===== src/design/pcoc_defines.svh =====
// Purpose: Offsets, field positions, reset values and divider taps for
//          the peripheral clock output and serial mode control block.
// Assumes: APB byte addressing, 32-bit data, one register per word.
// Notes:   Only definitions live here; no logic.
`ifndef PCOC_DEFINES_SVH
`define PCOC_DEFINES_SVH

// APB map
`define PCOC_ADDR_W 12
`define PCOC_CTRL_OFS 12'h000
`define PCOC_STAT_OFS 12'h004

// Mode and clock control byte
`define PCOC_CTRL_RST 7'h70
`define PCOC_CTRL_WMASK 8'hfe

// Status register bit positions
`define PCOC_ST_STALE 0
`define PCOC_ST_ACTIVE 1
`define PCOC_ST_CLKRUN 2
`define PCOC_ST_SLEEP 3
`define PCOC_ST_CFGOPT 4

// Prescaler taps: bit n of the free counter runs at sysclk / 2^(n+1)
`define PCOC_PRESC_W 6
`define PCOC_TAP_DIV4 1
`define PCOC_TAP_DIV8 2
`define PCOC_TAP_DIV16 3
`define PCOC_TAP_DIV64 5

`endif


===== src/design/pcoc_pkg.sv =====
// Purpose: Types shared by the peripheral clock output block.
// Assumes: Constants come from pcoc_defines.svh.
// Notes:   Enum codes follow the register field encodings.
package pcoc_pkg;

   typedef enum logic [1:0] {
      PCOC_SRC_SYS = 2'h0,
      PCOC_SRC_DIV4 = 2'h1,
      PCOC_SRC_DIV8 = 2'h2,
      PCOC_SRC_T0 = 2'h3
   } pcoc_src_e;

   typedef enum logic [2:0] {
      PCOC_MODE_SPI_M4 = 3'h0,
      PCOC_MODE_SPI_M16 = 3'h1,
      PCOC_MODE_SPI_M64 = 3'h2,
      PCOC_MODE_SPI_MSUB = 3'h3,
      PCOC_MODE_SPI_MT0 = 3'h4,
      PCOC_MODE_SPI_SLV = 3'h5,
      PCOC_MODE_I2C_SLV = 3'h6,
      PCOC_MODE_UNUSED = 3'h7
   } pcoc_mode_e;

   typedef enum logic [1:0] {
      PCOC_APB_IDLE = 2'h1,
      PCOC_APB_DONE = 2'h2
   } pcoc_apb_e;

   typedef struct packed {
      pcoc_mode_e mode;
      logic pck_en;
      pcoc_src_e src;
      logic sif_en;
   } pcoc_ctrl_s;

   typedef struct packed {
      logic spi_master;
      logic spi_slave;
      logic i2c_slave;
      logic active;
   } pcoc_serial_s;

   typedef struct packed {
      logic o;
      logic oe;
   } pcoc_pin_s;

endpackage


===== src/design/pcoc_top.sv =====
// Purpose: Peripheral clock output, shared pin select and serial mode
//          control register behind an APB slave.
// Assumes: sleep_req and timer0_out are pclk-domain logic; sub_clock and
//          cfg_serial_option are outside levels and are synchronised.
// Notes:   Full-rate source cannot toggle a flop at pclk, so it is shown
//          by periph_clock_tick held high with the level output high.
//
// Our own choices: the register offsets and the APB register port.
`timescale 1ns/100ps
`include "pcoc_defines.svh"
module pcoc_top (
   input wire logic pclk,
   input wire logic presetn,
   input wire logic ce,
   input wire logic psel,
   input wire logic penable,
   input wire logic pwrite,
   input wire logic [`PCOC_ADDR_W-1:0] paddr,
   input wire logic [31:0] pwdata,
   output logic [31:0] prdata,
   output logic pready,
   output logic pslverr,
   input wire logic sleep_req,
   input wire logic timer0_out,
   input wire logic sub_clock,
   input wire logic cfg_serial_option,
   input wire pcoc_pkg::pcoc_pin_s port_drive,
   output logic periph_clock_out,
   output logic periph_clock_tick,
   output pcoc_pkg::pcoc_pin_s shared_port_pin,
   output pcoc_pkg::pcoc_pin_s serial_sclk,
   output pcoc_pkg::pcoc_serial_s serial_mode,
   output logic serial_lines_oe_allow,
   output logic spi_ctrl_reinit
);

   // Pick one prescaler bit; shared by output clock and SPI clock paths
   function automatic logic div_tap(
      input logic [`PCOC_PRESC_W-1:0] c,
      input int unsigned b
   );
      return c[b];
   endfunction

   // Full decode of a register address inside the block
   function automatic logic addr_is(
      input logic [`PCOC_ADDR_W-1:0] a,
      input logic [`PCOC_ADDR_W-1:0] ofs
   );
      return a == ofs;
   endfunction

   logic [`PCOC_PRESC_W-1:0] presc;
   logic t0_half;
   logic [1:0] sync_lv;
   logic sub_sync;
   logic cfg_sync;

   pcoc_divider u_div (
      .pclk(pclk),
      .presetn(presetn),
      .ce(ce),
      .timer0_out(timer0_out),
      .presc(presc),
      .timer0_half(t0_half)
   );

   pcoc_sync2 #(.W(2)) u_sync (
      .pclk(pclk),
      .presetn(presetn),
      .ce(ce),
      .async_in({sub_clock, cfg_serial_option}),
      .sync_out(sync_lv)
   );

   assign sub_sync = sync_lv[1];
   assign cfg_sync = sync_lv[0];

   // APB slave and registers
   pcoc_pkg::pcoc_apb_e apb_reg;
   pcoc_pkg::pcoc_apb_e apb_next;
   pcoc_pkg::pcoc_ctrl_s ctrl_reg;
   pcoc_pkg::pcoc_ctrl_s ctrl_next;
   logic stale_reg;
   logic stale_next;
   logic [31:0] prdata_reg;
   logic [31:0] prdata_next;
   logic pready_reg;
   logic pready_next;
   logic pslverr_reg;
   logic pslverr_next;
   logic [7:0] ctrl_byte;
   logic [7:0] stat_byte;
   logic hit_ctrl;
   logic hit_stat;
   logic wr_commit;
   logic sif_eff;
   logic sif_eff_reg;
   logic sif_rise;
   logic clk_run;

   // Readback byte; the unimplemented low bit is tied to zero
   // bit 0 reads zero
   assign ctrl_byte = {ctrl_reg, 1'b0};
   assign hit_ctrl = addr_is(paddr, `PCOC_CTRL_OFS);
   assign hit_stat = addr_is(paddr, `PCOC_STAT_OFS);
   // A write lands only at the edge where pready is seen high
   assign wr_commit = (apb_reg == pcoc_pkg::PCOC_APB_DONE) && psel &&
                      penable && pwrite;

   // Status readback shows the block's own live state
   always_comb begin
      stat_byte = 8'h00;
      stat_byte[`PCOC_ST_STALE] = stale_reg;
      stat_byte[`PCOC_ST_ACTIVE] = sif_eff_reg;
      stat_byte[`PCOC_ST_CLKRUN] = clk_run;
      stat_byte[`PCOC_ST_SLEEP] = sleep_req;
      stat_byte[`PCOC_ST_CFGOPT] = cfg_sync;
   end

   // Bus state, read data and one wait state before pready
   always_comb begin
      apb_next = apb_reg;
      prdata_next = prdata_reg;
      pready_next = pready_reg;
      pslverr_next = pslverr_reg;
      if (ce) begin
         unique case (apb_reg)
            pcoc_pkg::PCOC_APB_IDLE: begin
               if (psel && penable) begin
                  apb_next = pcoc_pkg::PCOC_APB_DONE;
                  pready_next = 1'b1;
                  pslverr_next = !(hit_ctrl || hit_stat);
                  if (pwrite || !(hit_ctrl || hit_stat)) begin
                     prdata_next = 32'h0000_0000;
                  end else if (hit_ctrl) begin
                     prdata_next = {24'h00_0000, ctrl_byte};
                  end else begin
                     prdata_next = {24'h00_0000, stat_byte};
                  end
               end
            end
            default: begin // Done and illegal codes return to idle
               apb_next = pcoc_pkg::PCOC_APB_IDLE;
               pready_next = 1'b0;
               pslverr_next = 1'b0;
            end
         endcase
      end
   end

   // Control register write; the masked low bit drops out of the struct
   always_comb begin
      ctrl_next = ctrl_reg;
      if (ce && wr_commit && hit_ctrl) begin
         ctrl_next = pcoc_pkg::pcoc_ctrl_s'(
            7'((pwdata[7:0] & `PCOC_CTRL_WMASK) >> 1));
      end
   end

   // Serial enable only counts when the configuration option allows it
   // gated by configuration option
   // unused code has no serial function
   assign sif_eff = ctrl_reg.sif_en && cfg_sync &&
                    (ctrl_reg.mode != pcoc_pkg::PCOC_MODE_UNUSED);
   assign sif_rise = sif_eff && !sif_eff_reg;

   // Stale flag: a fresh enable wins over a same-cycle clear
   // flag stale SPI contents
   always_comb begin
      stale_next = stale_reg;
      if (ce) begin
         if (sif_rise) begin
            stale_next = 1'b1;
         end else if (wr_commit && hit_stat && pwdata[`PCOC_ST_STALE]) begin
            stale_next = 1'b0;
         end
      end
   end

   // Register bus and control state
   always_ff @(posedge pclk or negedge presetn) begin
      if (!presetn) begin
         apb_reg <= pcoc_pkg::PCOC_APB_IDLE;
         ctrl_reg <= pcoc_pkg::pcoc_ctrl_s'(`PCOC_CTRL_RST);
         stale_reg <= 1'b0;
         prdata_reg <= 32'h0000_0000;
         pready_reg <= 1'b0;
         pslverr_reg <= 1'b0;
      end else begin
         apb_reg <= apb_next;
         ctrl_reg <= ctrl_next;
         stale_reg <= stale_next;
         prdata_reg <= prdata_next;
         pready_reg <= pready_next;
         pslverr_reg <= pslverr_next;
      end
   end

   // Peripheral clock output and shared pin
   logic pck_reg;
   logic pck_next;
   logic tick_reg;
   logic tick_next;
   logic pck_lvl;
   pcoc_pkg::pcoc_pin_s pin_reg;
   pcoc_pkg::pcoc_pin_s pin_next;

   assign clk_run = ctrl_reg.pck_en && !sleep_req;

   // Source select; every divided level is already a flop bit
   // source select
   always_comb begin
      unique case (ctrl_reg.src)
         pcoc_pkg::PCOC_SRC_SYS: pck_lvl = 1'b1;
         pcoc_pkg::PCOC_SRC_DIV4: pck_lvl = div_tap(presc, `PCOC_TAP_DIV4);
         pcoc_pkg::PCOC_SRC_DIV8: pck_lvl = div_tap(presc, `PCOC_TAP_DIV8);
         pcoc_pkg::PCOC_SRC_T0: pck_lvl = t0_half;
      endcase
   end

   // Level and rising-edge tick; stopped output parks low
   // static low, flop driven
   always_comb begin
      pck_next = pck_reg;
      tick_next = tick_reg;
      pin_next = pin_reg;
      if (ce) begin
         pck_next = clk_run && pck_lvl;
         tick_next = (ctrl_reg.src == pcoc_pkg::PCOC_SRC_SYS) ? clk_run :
                     (clk_run && pck_lvl && !pck_reg);
         // enable bit picks clock or port
         if (ctrl_reg.pck_en) begin
            pin_next.o = clk_run && pck_lvl;
            pin_next.oe = 1'b1;
         end else begin
            pin_next = port_drive;
         end
      end
   end

   // Register the clock output path
   // internal pin only, no pad
   always_ff @(posedge pclk or negedge presetn) begin
      if (!presetn) begin
         pck_reg <= 1'b0;
         tick_reg <= 1'b0;
         pin_reg <= '0;
      end else begin
         pck_reg <= pck_next;
         tick_reg <= tick_next;
         pin_reg <= pin_next;
      end
   end

   // Serial interface mode decode and master clock
   pcoc_pkg::pcoc_serial_s mode_reg;
   pcoc_pkg::pcoc_serial_s mode_next;
   pcoc_pkg::pcoc_pin_s sclk_reg;
   pcoc_pkg::pcoc_pin_s sclk_next;
   logic reinit_reg;
   logic reinit_next;
   logic oe_allow_reg;
   logic oe_allow_next;
   logic sif_eff_next;
   logic is_master;
   logic sclk_lvl;

   // Mode decode and master clock source
   // master clock rates
   always_comb begin
      is_master = 1'b0;
      sclk_lvl = 1'b0;
      unique case (ctrl_reg.mode)
         pcoc_pkg::PCOC_MODE_SPI_M4: begin
            is_master = 1'b1;
            sclk_lvl = div_tap(presc, `PCOC_TAP_DIV4);
         end
         pcoc_pkg::PCOC_MODE_SPI_M16: begin
            is_master = 1'b1;
            sclk_lvl = div_tap(presc, `PCOC_TAP_DIV16);
         end
         pcoc_pkg::PCOC_MODE_SPI_M64: begin
            is_master = 1'b1;
            sclk_lvl = div_tap(presc, `PCOC_TAP_DIV64);
         end
         pcoc_pkg::PCOC_MODE_SPI_MSUB: begin
            is_master = 1'b1;
            sclk_lvl = sub_sync;
         end
         pcoc_pkg::PCOC_MODE_SPI_MT0: begin
            is_master = 1'b1;
            sclk_lvl = t0_half;
         end
         pcoc_pkg::PCOC_MODE_SPI_SLV, pcoc_pkg::PCOC_MODE_I2C_SLV,
         pcoc_pkg::PCOC_MODE_UNUSED: is_master = 1'b0;
      endcase
   end

   // Serial outputs; slave modes never drive the clock line
   always_comb begin
      mode_next = mode_reg;
      sclk_next = sclk_reg;
      reinit_next = reinit_reg;
      oe_allow_next = oe_allow_reg;
      sif_eff_next = sif_eff_reg;
      if (ce) begin
         sif_eff_next = sif_eff;
         reinit_next = sif_rise;
         mode_next.spi_master = sif_eff && is_master;
         mode_next.spi_slave = sif_eff &&
            (ctrl_reg.mode == pcoc_pkg::PCOC_MODE_SPI_SLV);
         mode_next.i2c_slave = sif_eff &&
            (ctrl_reg.mode == pcoc_pkg::PCOC_MODE_I2C_SLV);
         mode_next.active = sif_eff;
         oe_allow_next = sif_eff;
         sclk_next.oe = sif_eff && is_master;
         sclk_next.o = sif_eff && is_master && sclk_lvl;
      end
   end

   // Register the serial outputs
   always_ff @(posedge pclk or negedge presetn) begin
      if (!presetn) begin
         mode_reg <= '0;
         sclk_reg <= '0;
         reinit_reg <= 1'b0;
         oe_allow_reg <= 1'b0;
         sif_eff_reg <= 1'b0;
      end else begin
         mode_reg <= mode_next;
         sclk_reg <= sclk_next;
         reinit_reg <= reinit_next;
         oe_allow_reg <= oe_allow_next;
         sif_eff_reg <= sif_eff_next;
      end
   end

   // Outputs straight from flops
   assign prdata = prdata_reg;
   assign pready = pready_reg;
   assign pslverr = pslverr_reg;
   assign periph_clock_out = pck_reg;
   assign periph_clock_tick = tick_reg;
   assign shared_port_pin = pin_reg;
   assign serial_sclk = sclk_reg;
   assign serial_mode = mode_reg;
   assign serial_lines_oe_allow = oe_allow_reg;
   assign spi_ctrl_reinit = reinit_reg;

endmodule // pcoc_top


===== src/design/pcoc_sync2.sv =====
// Purpose: Two-stage synchroniser for levels arriving from outside.
// Assumes: Inputs are slow levels; pulses shorter than one cycle may vanish.
// Notes:   The first stage feeds only the second stage.
`timescale 1ns/100ps
module pcoc_sync2 #(
   parameter int W = 2
) (
   input wire logic pclk,
   input wire logic presetn,
   input wire logic ce,
   input wire logic [W-1:0] async_in,
   output logic [W-1:0] sync_out
);

   logic [W-1:0] meta_reg;
   logic [W-1:0] meta_next;
   logic [W-1:0] sync_reg;
   logic [W-1:0] sync_next;

   // Hold both stages while the clock enable is low
   always_comb begin
      meta_next = ce ? async_in : meta_reg;
      sync_next = ce ? meta_reg : sync_reg;
   end

   // Register the two stages
   always_ff @(posedge pclk or negedge presetn) begin
      if (!presetn) begin
         meta_reg <= '0;
         sync_reg <= '0;
      end else begin
         meta_reg <= meta_next;
         sync_reg <= sync_next;
      end
   end

   assign sync_out = sync_reg;

endmodule // pcoc_sync2


===== src/design/pcoc_divider.sv =====
// Purpose: Free-running sysclk prescaler and timer0 half-rate toggle.
// Assumes: timer0_out comes from logic on pclk, so it is not resynchronised.
// Notes:   Every derived clock is a flop bit, so none can glitch.
`timescale 1ns/100ps
`include "pcoc_defines.svh"
module pcoc_divider (
   input wire logic pclk,
   input wire logic presetn,
   input wire logic ce,
   input wire logic timer0_out,
   output logic [`PCOC_PRESC_W-1:0] presc,
   output logic timer0_half
);

   logic [`PCOC_PRESC_W-1:0] presc_reg;
   logic [`PCOC_PRESC_W-1:0] presc_next;
   logic t0_prev_reg;
   logic t0_prev_next;
   logic half_reg;
   logic half_next;

   // Count while ce is high; toggle the half-rate clock on each timer0 rising edge
   always_comb begin
      presc_next = presc_reg;
      t0_prev_next = t0_prev_reg;
      half_next = half_reg;
      if (ce) begin
         presc_next = `PCOC_PRESC_W'(presc_reg + `PCOC_PRESC_W'(1));
         t0_prev_next = timer0_out;
         if (timer0_out && !t0_prev_reg) begin
            half_next = ~half_reg;
         end
      end
   end

   // Register the divider state
   always_ff @(posedge pclk or negedge presetn) begin
      if (!presetn) begin
         presc_reg <= '0;
         t0_prev_reg <= 1'b0;
         half_reg <= 1'b0;
      end else begin
         presc_reg <= presc_next;
         t0_prev_reg <= t0_prev_next;
         half_reg <= half_next;
      end
   end

   assign presc = presc_reg;
   assign timer0_half = half_reg;

endmodule // pcoc_divider


===== config.mk =====
export PLATFORM = sky130hd
export DESIGN_NAME = pcoc_top
export DESIGN_NICKNAME = d
export VERILOG_FILES = /design/src/design/pcoc_pkg.sv /design/src/design/pcoc_top.sv /design/src/design/pcoc_sync2.sv /design/src/design/pcoc_divider.sv
export VERILOG_INCLUDE_DIRS = /design/src /design/src/design
export SDC_FILE = /design/constraint.sdc
export NUM_CORES = 1
export LEC_CHECK = 0
export ABC_AREA = 1
export BUFFER_PORTS_ARGS = -buffer_cell sky130_fd_sc_hd__clkbuf_2
export CAP_MARGIN = 40
export CORE_MARGIN = 4
export CORE_UTILIZATION = 48
export CTS_BUF_LIST = sky130_fd_sc_hd__clkbuf_4 sky130_fd_sc_hd__clkbuf_8
export DETAILED_ROUTE_END_ITERATION = 7
export PLACE_DENSITY = 0.83
export SLEW_MARGIN = 20
export SYNTH_ARGS = -nofsm -noshare
export SYNTH_HDL_FRONTEND = slang
export SYNTH_SLANG_ARGS = --single-unit

===== constraint.sdc =====
create_clock -name pclk -period 1.6 [get_ports pclk]
set_input_delay 0.16 -clock pclk [delete_from_list [all_inputs] [get_ports pclk]]
set_output_delay 0.16 -clock pclk [all_outputs]
set_load 0.03 [all_outputs]

==> flow_summary_export.csv, run 1 <==
group,metric,value,unit
status,status,"finished clean",
clocking,clk_latency,0.30,ns
setup_path,critPathKind,"reg2reg",
sta,skew,0.00806,ns
die,die_w,74.5,µm
clocking,clk_pin_slew,0.07,ns
placement,dp_hpwl,3.37,mm
setup_path,crit_chain,"nand2_1, nor2_4, nand2_1, nor2_4, nand3_1, nand2_1",
clocking,cts_tree,"done",
setup_path,r2r_slack,0.29,ns
die,dieArea,0.00554,mm²
synth,synth_seq_cells,41,
clocking,postCtsResizedCells,0,
grt,gr-total-overflow,0,
synth,yosys.area.top_type,"dfrtp_1",
die,core,0.00414,mm²
drt,vias,1707,
die,start_util,0.511,
setup_path,slowest_stage,"dfstp_2",
drt,postRouteAntennaNets,0,
drt,drc,0,
setup_path,r2r_cells,6,
setup_path,end_kind,"flip-flop",
grt,grt_util_all_layers,0.164,
setup_path,endpoint,"prdata[2]",
synth,syn_avg_cell_area,8.34,µm²
die,rows,23,
setup_path,critical_path.startpoint,"apb_reg[0]",
worst_hold_path,min_path_type,"in2reg",
setup_path,worst-path-buf-inv,0,
power_and_ir_drop,power.density,984,mW/mm²
sta,setup-violations-final,0,
cells_and_area,stdcell_count,359,
sta,hold_slack,0.0756,ns
sta,hold_violations,0,
setup_path,crit_fanout,5,
cells_and_area,drive_gt1_frac,0.249,
clocking,cts.sinks,41,
setup_path,arrival,1.54,ns
synth,synth-warning-count,0,
placement,place_congestion,0.824,
grt,first_global_vias,1578,
setup_path,path_depth,6,
sta,setup-tns-final,0,ns
drt,wl,4.32,mm
sta,finalCritPeriodShare,0.817,
clocking,htreeDepth,2,
sta,slew_viol_final,0,
sta,relSlewSlack,0.665,
clocking,max-clock-path-buffers,2,
sta,worst_pin_slew,0.503,ns
cells_and_area,largest_reg_flops,8,
placement,port_buffers,53,
drt,first_pass_iters,4,
synth,synth_cells,254,
placement,dp_cells,350,
setup_path,cp_common_cell,"nand2_1",
grt,grt_pass1_wl,6.87,mm
cells_and_area,area_delta_synth_final,14.3,%
cells_and_area,layout.nets,365,
clocking,cts_buffers,5,
setup_path,r2r_end,"prdata[2]",
synth,synth_seq_area_share,0.486,
drt,vias_per_cell,4.75,
clocking,postCtsSetupBuffers,0,
synth,synth.cell_area,0.00212,mm²
grt,grt_max_degree,42,
drt,wl_per_cell,12.0,µm
setup_path,slowest_delay,0.54,ns
setup_path,crit_path_start_kind,"flip-flop",
power_and_ir_drop,p_leak,1.35,nW
power_and_ir_drop,ir_drop,656,µV
clocking,root_buffer,"clkbuf_8",
sta,rsz0062_at_grt,"no",
cells_and_area,antennaDiodeCount,0,
die,io_pins,102,
setup_path,cp_top_family,"simple AND/OR/NAND/NOR gates",
die,die_h,74.5,µm
sta,period_minus_slack,1.31,ns
sta,clock.fmax,765,MHz
synth,synthTopCellsByArea,"dfrtp_1 44%, nand2_1 12%, buf_4 9.6%, nand3_1 7.6%, dfstp_2 5.0%",
flow_run,maxCapViolations,0,
clocking,cts_hold_buf,1,
setup_path,r2r-start,"apb_reg[0]",
setup_path,crit_required,1.83,ns
synth,synth_top_cell_area_share,0.437,
grt,grt_antenna_before_repair,0,
synth,synth_cell_type_count,27,
drt,initialDrtViolationCount,105,
power_and_ir_drop,total_power,2.38,mW
## placed cells by master, fill, tap and decap left out, types with 3 or more instances in the layout
cell and instances:
nand2_1 69, clkbuf_2 53, dfrtp_1 37, nand3_1 32, conb_1 24, inv_1 22
nor2_1 15, o21ai_0 13, clkbuf_8 6, nor2_4 5, xor2_1 5, a21oi_1 4
dfstp_2 4, nand4_1 3
## worst reg2reg max path: cells and delay by family (launching register included)
kind          cells  cell delay [ns]
flops             1             0.54
simple gates      6             0.71
## where the power goes
part	leakage (nW)	total, mW	switching [mW]	internal, mW
clock network	0.0523	0.712	0.327	0.385
registers	0.529	1.27	0.111	1.16
logic	0.770	0.405	0.265	0.140
## logic make-up (layout without fill, tap and decap cells)
| group | Yosys count | count (layout) | synth area share |
|---|---|---|---|
| AOI/OAI and AO/OA | 20 | 20 | 0.0490 |
| xor gates and xnor gates | 6 | 6 | 0.0248 |
| adders and majority gates | 1 | 1 | 0.00590 |
| buffers and inverters | 56 | 88 | 0.153 |
| DFF | 41 | 41 | 0.486 |
| other | 1 | 24 | 0.00177 |
| and+or+nand+nor | 129 | 129 | 0.279 |
## final cells by class
type / count / area (µm²)
fill: 394 / 1720
sequential: 41 / 1030
multi-input combinational: 180 / 851
timing repair buffer: 56 / 290
clock buffer: 8 / 97.6
inverter: 24 / 91.3
tap: 50 / 62.6
## how the worst min path moves through the flow
stage,startpoint,endpoint,slack [ns],cells after the start
after floorplan,presetn,apb_reg[1],-0.14,0
after global placement,presetn,u_div.presc[5],0.25,2
after detailed placement,presetn,u_div.presc[5],0.25,2
after CTS,pwdata[7],ctrl_byte[7],0.07,3
after global routing,sub_clock,u_sync.meta_reg[1],0.07,3
final,cfg_serial_option,u_sync.meta_reg[0],0.08,3
## cell usage after synthesis
master    number
o21ai_1        1
nor2_1        15
ha_1           1
nand2_4        1
a31oi_1        1
clkbuf_1       1
buf_4         27
buf_6          1
inv_1         22
dfstp_2        4
nand3_1       32
clkinv_2       1
nand3_2        1
dfrtp_1       37
conb_1         1
buf_2          3
xor2_1         5
o211ai_1       1
nor2_4         5
nand4_1        3
nand3b_1       1
a21oi_1        4
o21ai_0       13
xnor2_1        1
nand2_1       69
clkinv_1       1
nand2_2        2
## through the flow
stage	setup WS (ns)	utilization	area, µm²
finish	0.293	0.585	2420
global route	0.168	0.585	2420
CTS	0.292	0.585	2420
detailed placement	0.310	0.559	2320
global placement	0.320	0.559	2320
floorplan	0.357	-	2210
## metal layers
metal / part of all wire / GRT usage
met1: 0.44 / 0.211
met2: 0.45 / 0.270
met3: 0.099 / 0.0568
met4: 0.0093 / 0.0356
met5: 0 / 0
Power figures use the tool's default switching activity.
==> run 2: changes to the inputs <==
- CORE_UTILIZATION: 48 -> 43
- PLACE_DENSITY: 0.83 -> 0.78
- clock period: 1.6 -> 1.14 ns (I/O delays scaled with it)
==> run 2 against run 1 <==
  * The run now ends with setup timing left
  * Fmax is 3.2% higher
  * Core utilization about the same
  * Sequential cell count did not move
  * Clock skew is 0.0032 ns lower
  * Die area increased by 10%
  * Wire length grew 22%
  * Sequential power is 40% higher
  * First-iteration DRC count down 44%
  * Global-route usage grew 0.99 points
  * Worst setup slack worse by 0.42 ns
  * Critical endpoint unchanged
  * Largest power group unchanged
==> flow_summary_export.csv, run 2 (synthesized netlist as in run 1, its figures left out) <==
group,metric,value,unit
status,status,"complete, but fails checks",
status,failed_checks,"setup timing",
grt,grt_antenna_before_repair,0,
drt,postRouteAntennaNets,0,
worst_hold_path,min_path_type,"in2reg",
setup_path,endpoint,"prdata[2]",
drt,vias_per_cell,4.69,
cells_and_area,largest_reg_flops,8,
die,start_util,0.446,
clocking,clk_pin_slew,0.08,ns
setup_path,end_kind,"flip-flop",
placement,placed_area,0.00245,mm²
sta,slew_viol_final,0,
setup_path,r2r_cells,6,
placement,dp_hpwl,3.66,mm
grt,gr-total-overflow,0,
die,core,0.00475,mm²
sta,hold_violations,0,
sta,skew,0.00488,ns
sta,rsz0062_at_grt,"yes",
cells_and_area,antennaDiodeCount,0,
clocking,cts_tree,"done",
setup_path,crit_required,1.38,ns
drt,first_pass_iters,5,
setup_path,r2r_end,"prdata[2]",
clocking,clk_latency,0.30,ns
power_and_ir_drop,p_leak,1.52,nW
drt,vias,1862,
power_and_ir_drop,ir_drop,743,µV
sta,finalCritPeriodShare,1.11,
die,die_w,78.2,µm
setup_path,crit_fanout,5,
flow_run,maxCapViolations,0,
clocking,root_buffer,"clkbuf_8",
setup_path,arrival,1.51,ns
setup_path,r2r-start,"apb_reg[0]",
grt,first_global_vias,1851,
sta,layout_setup_ws,-0.126,ns
sta,period_minus_slack,1.27,ns
cells_and_area,drive_gt1_frac,0.367,
cells_and_area,layout.nets,386,
cells_and_area,area_delta_synth_final,31.3,%
drt,wl_per_cell,13.3,µm
grt,grt_max_degree,42,
cells_and_area,final_common_cell,"nand2_1",
setup_path,crit_path_start_kind,"flip-flop",
placement,port_buffers,53,
cells_and_area,utilization,0.585,
setup_path,critPathKind,"reg2reg",
clocking,cts_buffers,5,
die,die_h,78.2,µm
drt,initialDrtViolationCount,59,
grt,grt_pass1_wl,8.47,mm
drt,wl,5.29,mm
cells_and_area,nFillCells,446,
clocking,max-clock-path-buffers,2,
placement,place_congestion,0.854,
die,dieArea,0.00612,mm²
grt,grt_util_all_layers,0.174,
setup_path,r2r_slack,-0.13,ns
clocking,cts.sinks,41,
power_and_ir_drop,power.density,1390,mW/mm²
sta,clock.fmax,790,MHz
die,io_pins,102,
setup_path,critical_path.startpoint,"apb_reg[0]",
die,rows,25,
clocking,htreeDepth,2,
sta,setup-violations-final,20,
drt,drc,0,
cells_and_area,postLayoutCellArea,0.00278,mm²
cells_and_area,layout_common_cells,"66 x nand2_1, 53 x clkbuf_2, 36 x dfrtp_1, 24 x nand3_1, 24 x conb_1",
## run 2: cell types whose count changed in the layout (fill, tap and decap cells not counted), sizes merged
cell | before | now
clkinv | 2 | 3
bufinv | 0 | 2
clkbuf | 61 | 58
buf | 2 | 23
## run 2: area by class of cell
cell class / count / area, µm² / area share
Clock buffer: 5 / 68.8 / 0.0247
Tap cell: 67 / 83.8 / 0.0301
Multi-Input combinational cell: 180 / 933 / 0.335
Sequential cell: 41 / 1030 / 0.371
Timing Repair Buffer: 77 / 503 / 0.181
Clock inverter: 3 / 65.1 / 0.0234
Inverter: 24 / 96.3 / 0.0346
## run 2: worst max-delay path, stage by stage, from the launching register on
cell and delay (ns):
dfstp_2 0.56, nand2_2 0.07, nor2_4 0.13, nand2_4 0.08
nor2_4 0.18, nand3_1 0.10, nand2_1 0.07
## run 2: worst min-delay path by stage
stage | cells after the start | start | endpoint | slack, ns
2_1_floorplan | 0 | presetn | apb_reg[1] | -0.18
3_3_place_gp | 2 | presetn | u_sync.sync_out[1] | 0.11
3_5_place_dp | 2 | presetn | serial_sclk[1] | 0.12
4_1_cts | 3 | pwdata[6] | ctrl_byte[6] | 0.002
5_1_grt | 3 | pwdata[6] | ctrl_byte[6] | 0.02
6_report | 3 | pwdata[6] | ctrl_byte[6] | 0.005
## run 2: power by group
group	switching [mW]	internal [mW]	total (mW)
registers	0.155	1.62	1.78
clock network	0.520	0.870	1.39
logic	0.425	0.275	0.700
total	1.10	2.77	3.87
## run 2: repair_timing
item                                    CTS  global route
setup buffers                             6             5
hold buffers                              1             0
pin swaps                                 4             8
resized for setup                         8            27
endpoints found under the setup margin   10            23
endpoints found under the hold margin    37             0
## run 2: metal layers
metal  vias up  global-route usage  part of all wire
met1       875               0.212              0.40
met3        10              0.0344             0.066
met4         0              0.0594             0.014
met5         -                   0                 0
li1        906                   -                 -
met2        71               0.307              0.52
## run 2: metrics by stage
stage          setup WS (ns)  total power, mW  std cells  TNS, ns  hold WS [ns]
2_1_floorplan        0.00516             2.24        277        0        -0.182
3_3_place_gp        -0.00754             2.36        378  -0.0313         0.113
3_5_place_dp         -0.0566             2.39        378   -0.393         0.119
4_1_cts              -0.0922             3.80        393   -0.449       0.00158
5_1_grt               -0.180             4.04        397    -2.65        0.0195
6_report              -0.126             3.87        397    -1.10       0.00462
==> run 3: changes to the inputs <==
- ABC_AREA: 1 -> not set
- CORE_UTILIZATION: 43 -> 42
- PLACE_DENSITY: 0.78 -> 0.77
==> run 3 against run 2 <==
  * The run still ends with setup timing left
  * Power grew 0.64%
  * Sequential share of layout area grew 1.2 points
  * Die area decreased by 1.9%
==> flow_summary_export.csv, run 3 <==
group,metric,value,unit
grt,gr-total-overflow,0,
sta,period_minus_slack,1.60,ns
synth,yosys.area.top_type,"dfrtp_1",
cells_and_area,antennaDiodeCount,0,
worst_hold_path,hold-path-endpoint,"ctrl_byte[4]",
synth,syn_avg_cell_area,10.9,µm²
cells_and_area,nFillCells,402,
die,dieArea,0.00600,mm²
power_and_ir_drop,ir_drop,942,µV
clocking,max-clock-path-buffers,2,
die,rows,25,
die,die_h,77.5,µm
cells_and_area,largest_reg_flops,8,
setup_path,end_kind,"flip-flop",
synth,async_flop_share,1.00,
drt,postRouteAntennaNets,0,
setup_path,arrival,1.83,ns
clocking,cts_buffers,5,
die,io_pins,102,
grt,grt_pass1_wl,7.24,mm
synth,ys.flop_type,"dfrtp_1",
setup_path,r2r_slack,-0.46,ns
die,die_w,77.5,µm
sta,layout_setup_ws,-0.464,ns
worst_hold_path,hold_depth,2,
status,status,"complete, but fails checks",
status,failed_checks,"setup timing",
sta,setup-violations-final,21,
clocking,root_buffer,"clkbuf_8",
drt,initialDrtViolationCount,44,
grt,first_global_vias,1517,
die,start_util,0.432,
power_and_ir_drop,power.density,1440,mW/mm²
cells_and_area,layout_common_cells,"52 x clkbuf_2, 32 x dfrtp_1, 24 x conb_1, 19 x buf_4, 11 x inv_1",
setup_path,crit_required,1.36,ns
cells_and_area,postLayoutCellArea,0.00271,mm²
synth,synthTopCellsByArea,"dfrtp_1 46%, buf_4 10%, mux2_2 7.2%, dfstp_2 5.2%, mux2i_1 2.5%",
synth,synthTopCellsByCount,"37 x dfrtp_1, 27 x buf_4, 13 x mux2_2, 12 x nand2_1, 11 x inv_1",
cells_and_area,multiInputGateArea,925,µm²
setup_path,r2r_cells,3,
setup_path,crit_chain,"or3b_4, or3_4, o21ai_2",
placement,dp_hpwl,3.28,mm
cells_and_area,area_delta_synth_final,33.6,%
die,core,0.00469,mm²
drt,vias,1577,
grt,grt_antenna_before_repair,0,
cells_and_area,utilization,0.577,
setup_path,cp_top_family,"simple AND/OR/NAND/NOR gates",
worst_hold_path,hp-start,"pwdata[4]",
drt,wl_per_cell,14.4,µm
clocking,cts.sinks,41,
clocking,clk_latency,0.30,ns
worst_hold_path,min_path_type,"in2reg",
drt,drc,0,
drt,first_pass_iters,4,
clocking,cts_tree,"done",
cells_and_area,layout.nets,320,
clocking,htreeDepth,2,
sta,rsz0062_at_grt,"yes",
drt,wl,4.59,mm
placement,port_buffers,53,
setup_path,crit_path_start_kind,"flip-flop",
synth,synth_seq_area_share,0.509,
sta,hold_violations,0,
synth,yosysMostFrequentCell,"dfrtp_1",
setup_path,r2r-start,"apb_reg[0]",
grt,grt_max_degree,26,
sta,finalCritPeriodShare,1.41,
cells_and_area,final_common_cell,"clkbuf_2",
power_and_ir_drop,p_leak,1.32,nW
synth,synth_enable_flop_cells,0,
synth,synth_top_cell_area_share,0.457,
grt,grt_util_all_layers,0.154,
sta,slew_viol_final,0,
setup_path,slowest_delay,0.55,ns
flow_run,maxCapViolations,0,
placement,place_congestion,0.790,
synth,synth_seq_cells,41,
synth,synth.cell_area,0.00203,mm²
setup_path,crit_fanout,4,
setup_path,r2r_end,"prdata[1]",
clocking,clk_pin_slew,0.08,ns
cells_and_area,drive_gt1_frac,0.485,
placement,placed_area,0.00238,mm²
drt,vias_per_cell,4.96,
setup_path,critPathKind,"reg2reg",
synth,synth-warning-count,0,
synth,synth_cell_type_count,37,
setup_path,slowest_stage,"dfstp_2",
sta,skew,0.00703,ns
cells_and_area,ff_latch_area,0.00104,mm²
sta,clock.fmax,623,MHz
setup_path,critical_path.startpoint,"apb_reg[0]",
synth,synth_cells,186,
setup_path,worst-path-buf-inv,0,
power_and_ir_drop,total_power,3.89,mW
placement,dp_slack,-0.472,ns
==> run 3: cell types whose count changed in the layout (fill, tap and decap cells not counted), moves of 5 or more <==
| cell | before | now |
|---|---|---|
| mux2_4 | 0 | 8 |
| mux2i_1 | 0 | 5 |
| buf_4 | 13 | 19 |
| mux2_2 | 0 | 5 |
| nand2_1 | 66 | 10 |
| nand3_1 | 24 | 3 |
| nand3_2 | 9 | 1 |
| nor2_4 | 6 | 0 |
| inv_1 | 18 | 11 |
| o21ai_0 | 9 | 3 |
==> run 3: layer usage <==
layer,track usage,up-vias,wire [µm],part of all wire
met4,0.0427,0,81,0.018
li1,-,745,-,-
met2,0.258,54,2260,0.49
met5,0,-,0,0
met3,0.0510,9,290,0.063
met1,0.188,769,1960,0.43
==> run 3: report_power, final <==
part	switching (mW)	internal, mW	total, mW
Clock	0.521	0.712	1.23
Sequential	0.183	1.63	1.81
Combinational	0.443	0.403	0.846
Total	1.15	2.75	3.89
==> run 3: layout make-up <==
class	instances	share of cell area
Inverter	11	0.0153
Timing Repair Buffer	80	0.190
Clock inverter	2	0.0139
Multi-Input combinational cell	124	0.342
Tap cell	54	0.0250
Sequential cell	41	0.383
Clock buffer	6	0.0305
==> run 3: kinds of logic after synthesis <==
family                     share of synthesized area
DFF                                            0.509
other                                        0.00185
AOI/OAI and AO/OA                              0.112
buffers and inverters                          0.132
adders and majority gates                    0.00618
muxes                                         0.0970
xor gates and xnor gates                      0.0259
and+or+nand+nor                                0.116
==> run 3: per-stage QoR <==
step                      hold WS (ns)  TNS [ns]  cells
final                           0.0404     -6.83    318
after global routing            0.0286     -7.67    318
after CTS                       0.0380     -6.67    316
after detailed placement       0.00708     -6.41    302
after global placement         0.00308     -5.95    302
after floorplan                 -0.182     -6.02    209
==> run 3: how the worst max path moves through the flow <==
stage | end | cells past startpoint
after floorplan | ctrl_byte[1] | 4
after global placement | prdata[1] | 3
after detailed placement | prdata[1] | 3
after CTS | prdata[1] | 3
after global routing | prdata[1] | 3
final | prdata[1] | 3
==> run 3: what timing repair did <==
item / 4_1_cts / 5_1_grt
pin swaps: 8 / 6
gates resized for setup: 20 / 17
hold buffers: 1 / 0
setup buffers: 5 / 3
setup endpoints to repair: 23 / 28
hold endpoints to repair: 37 / 0
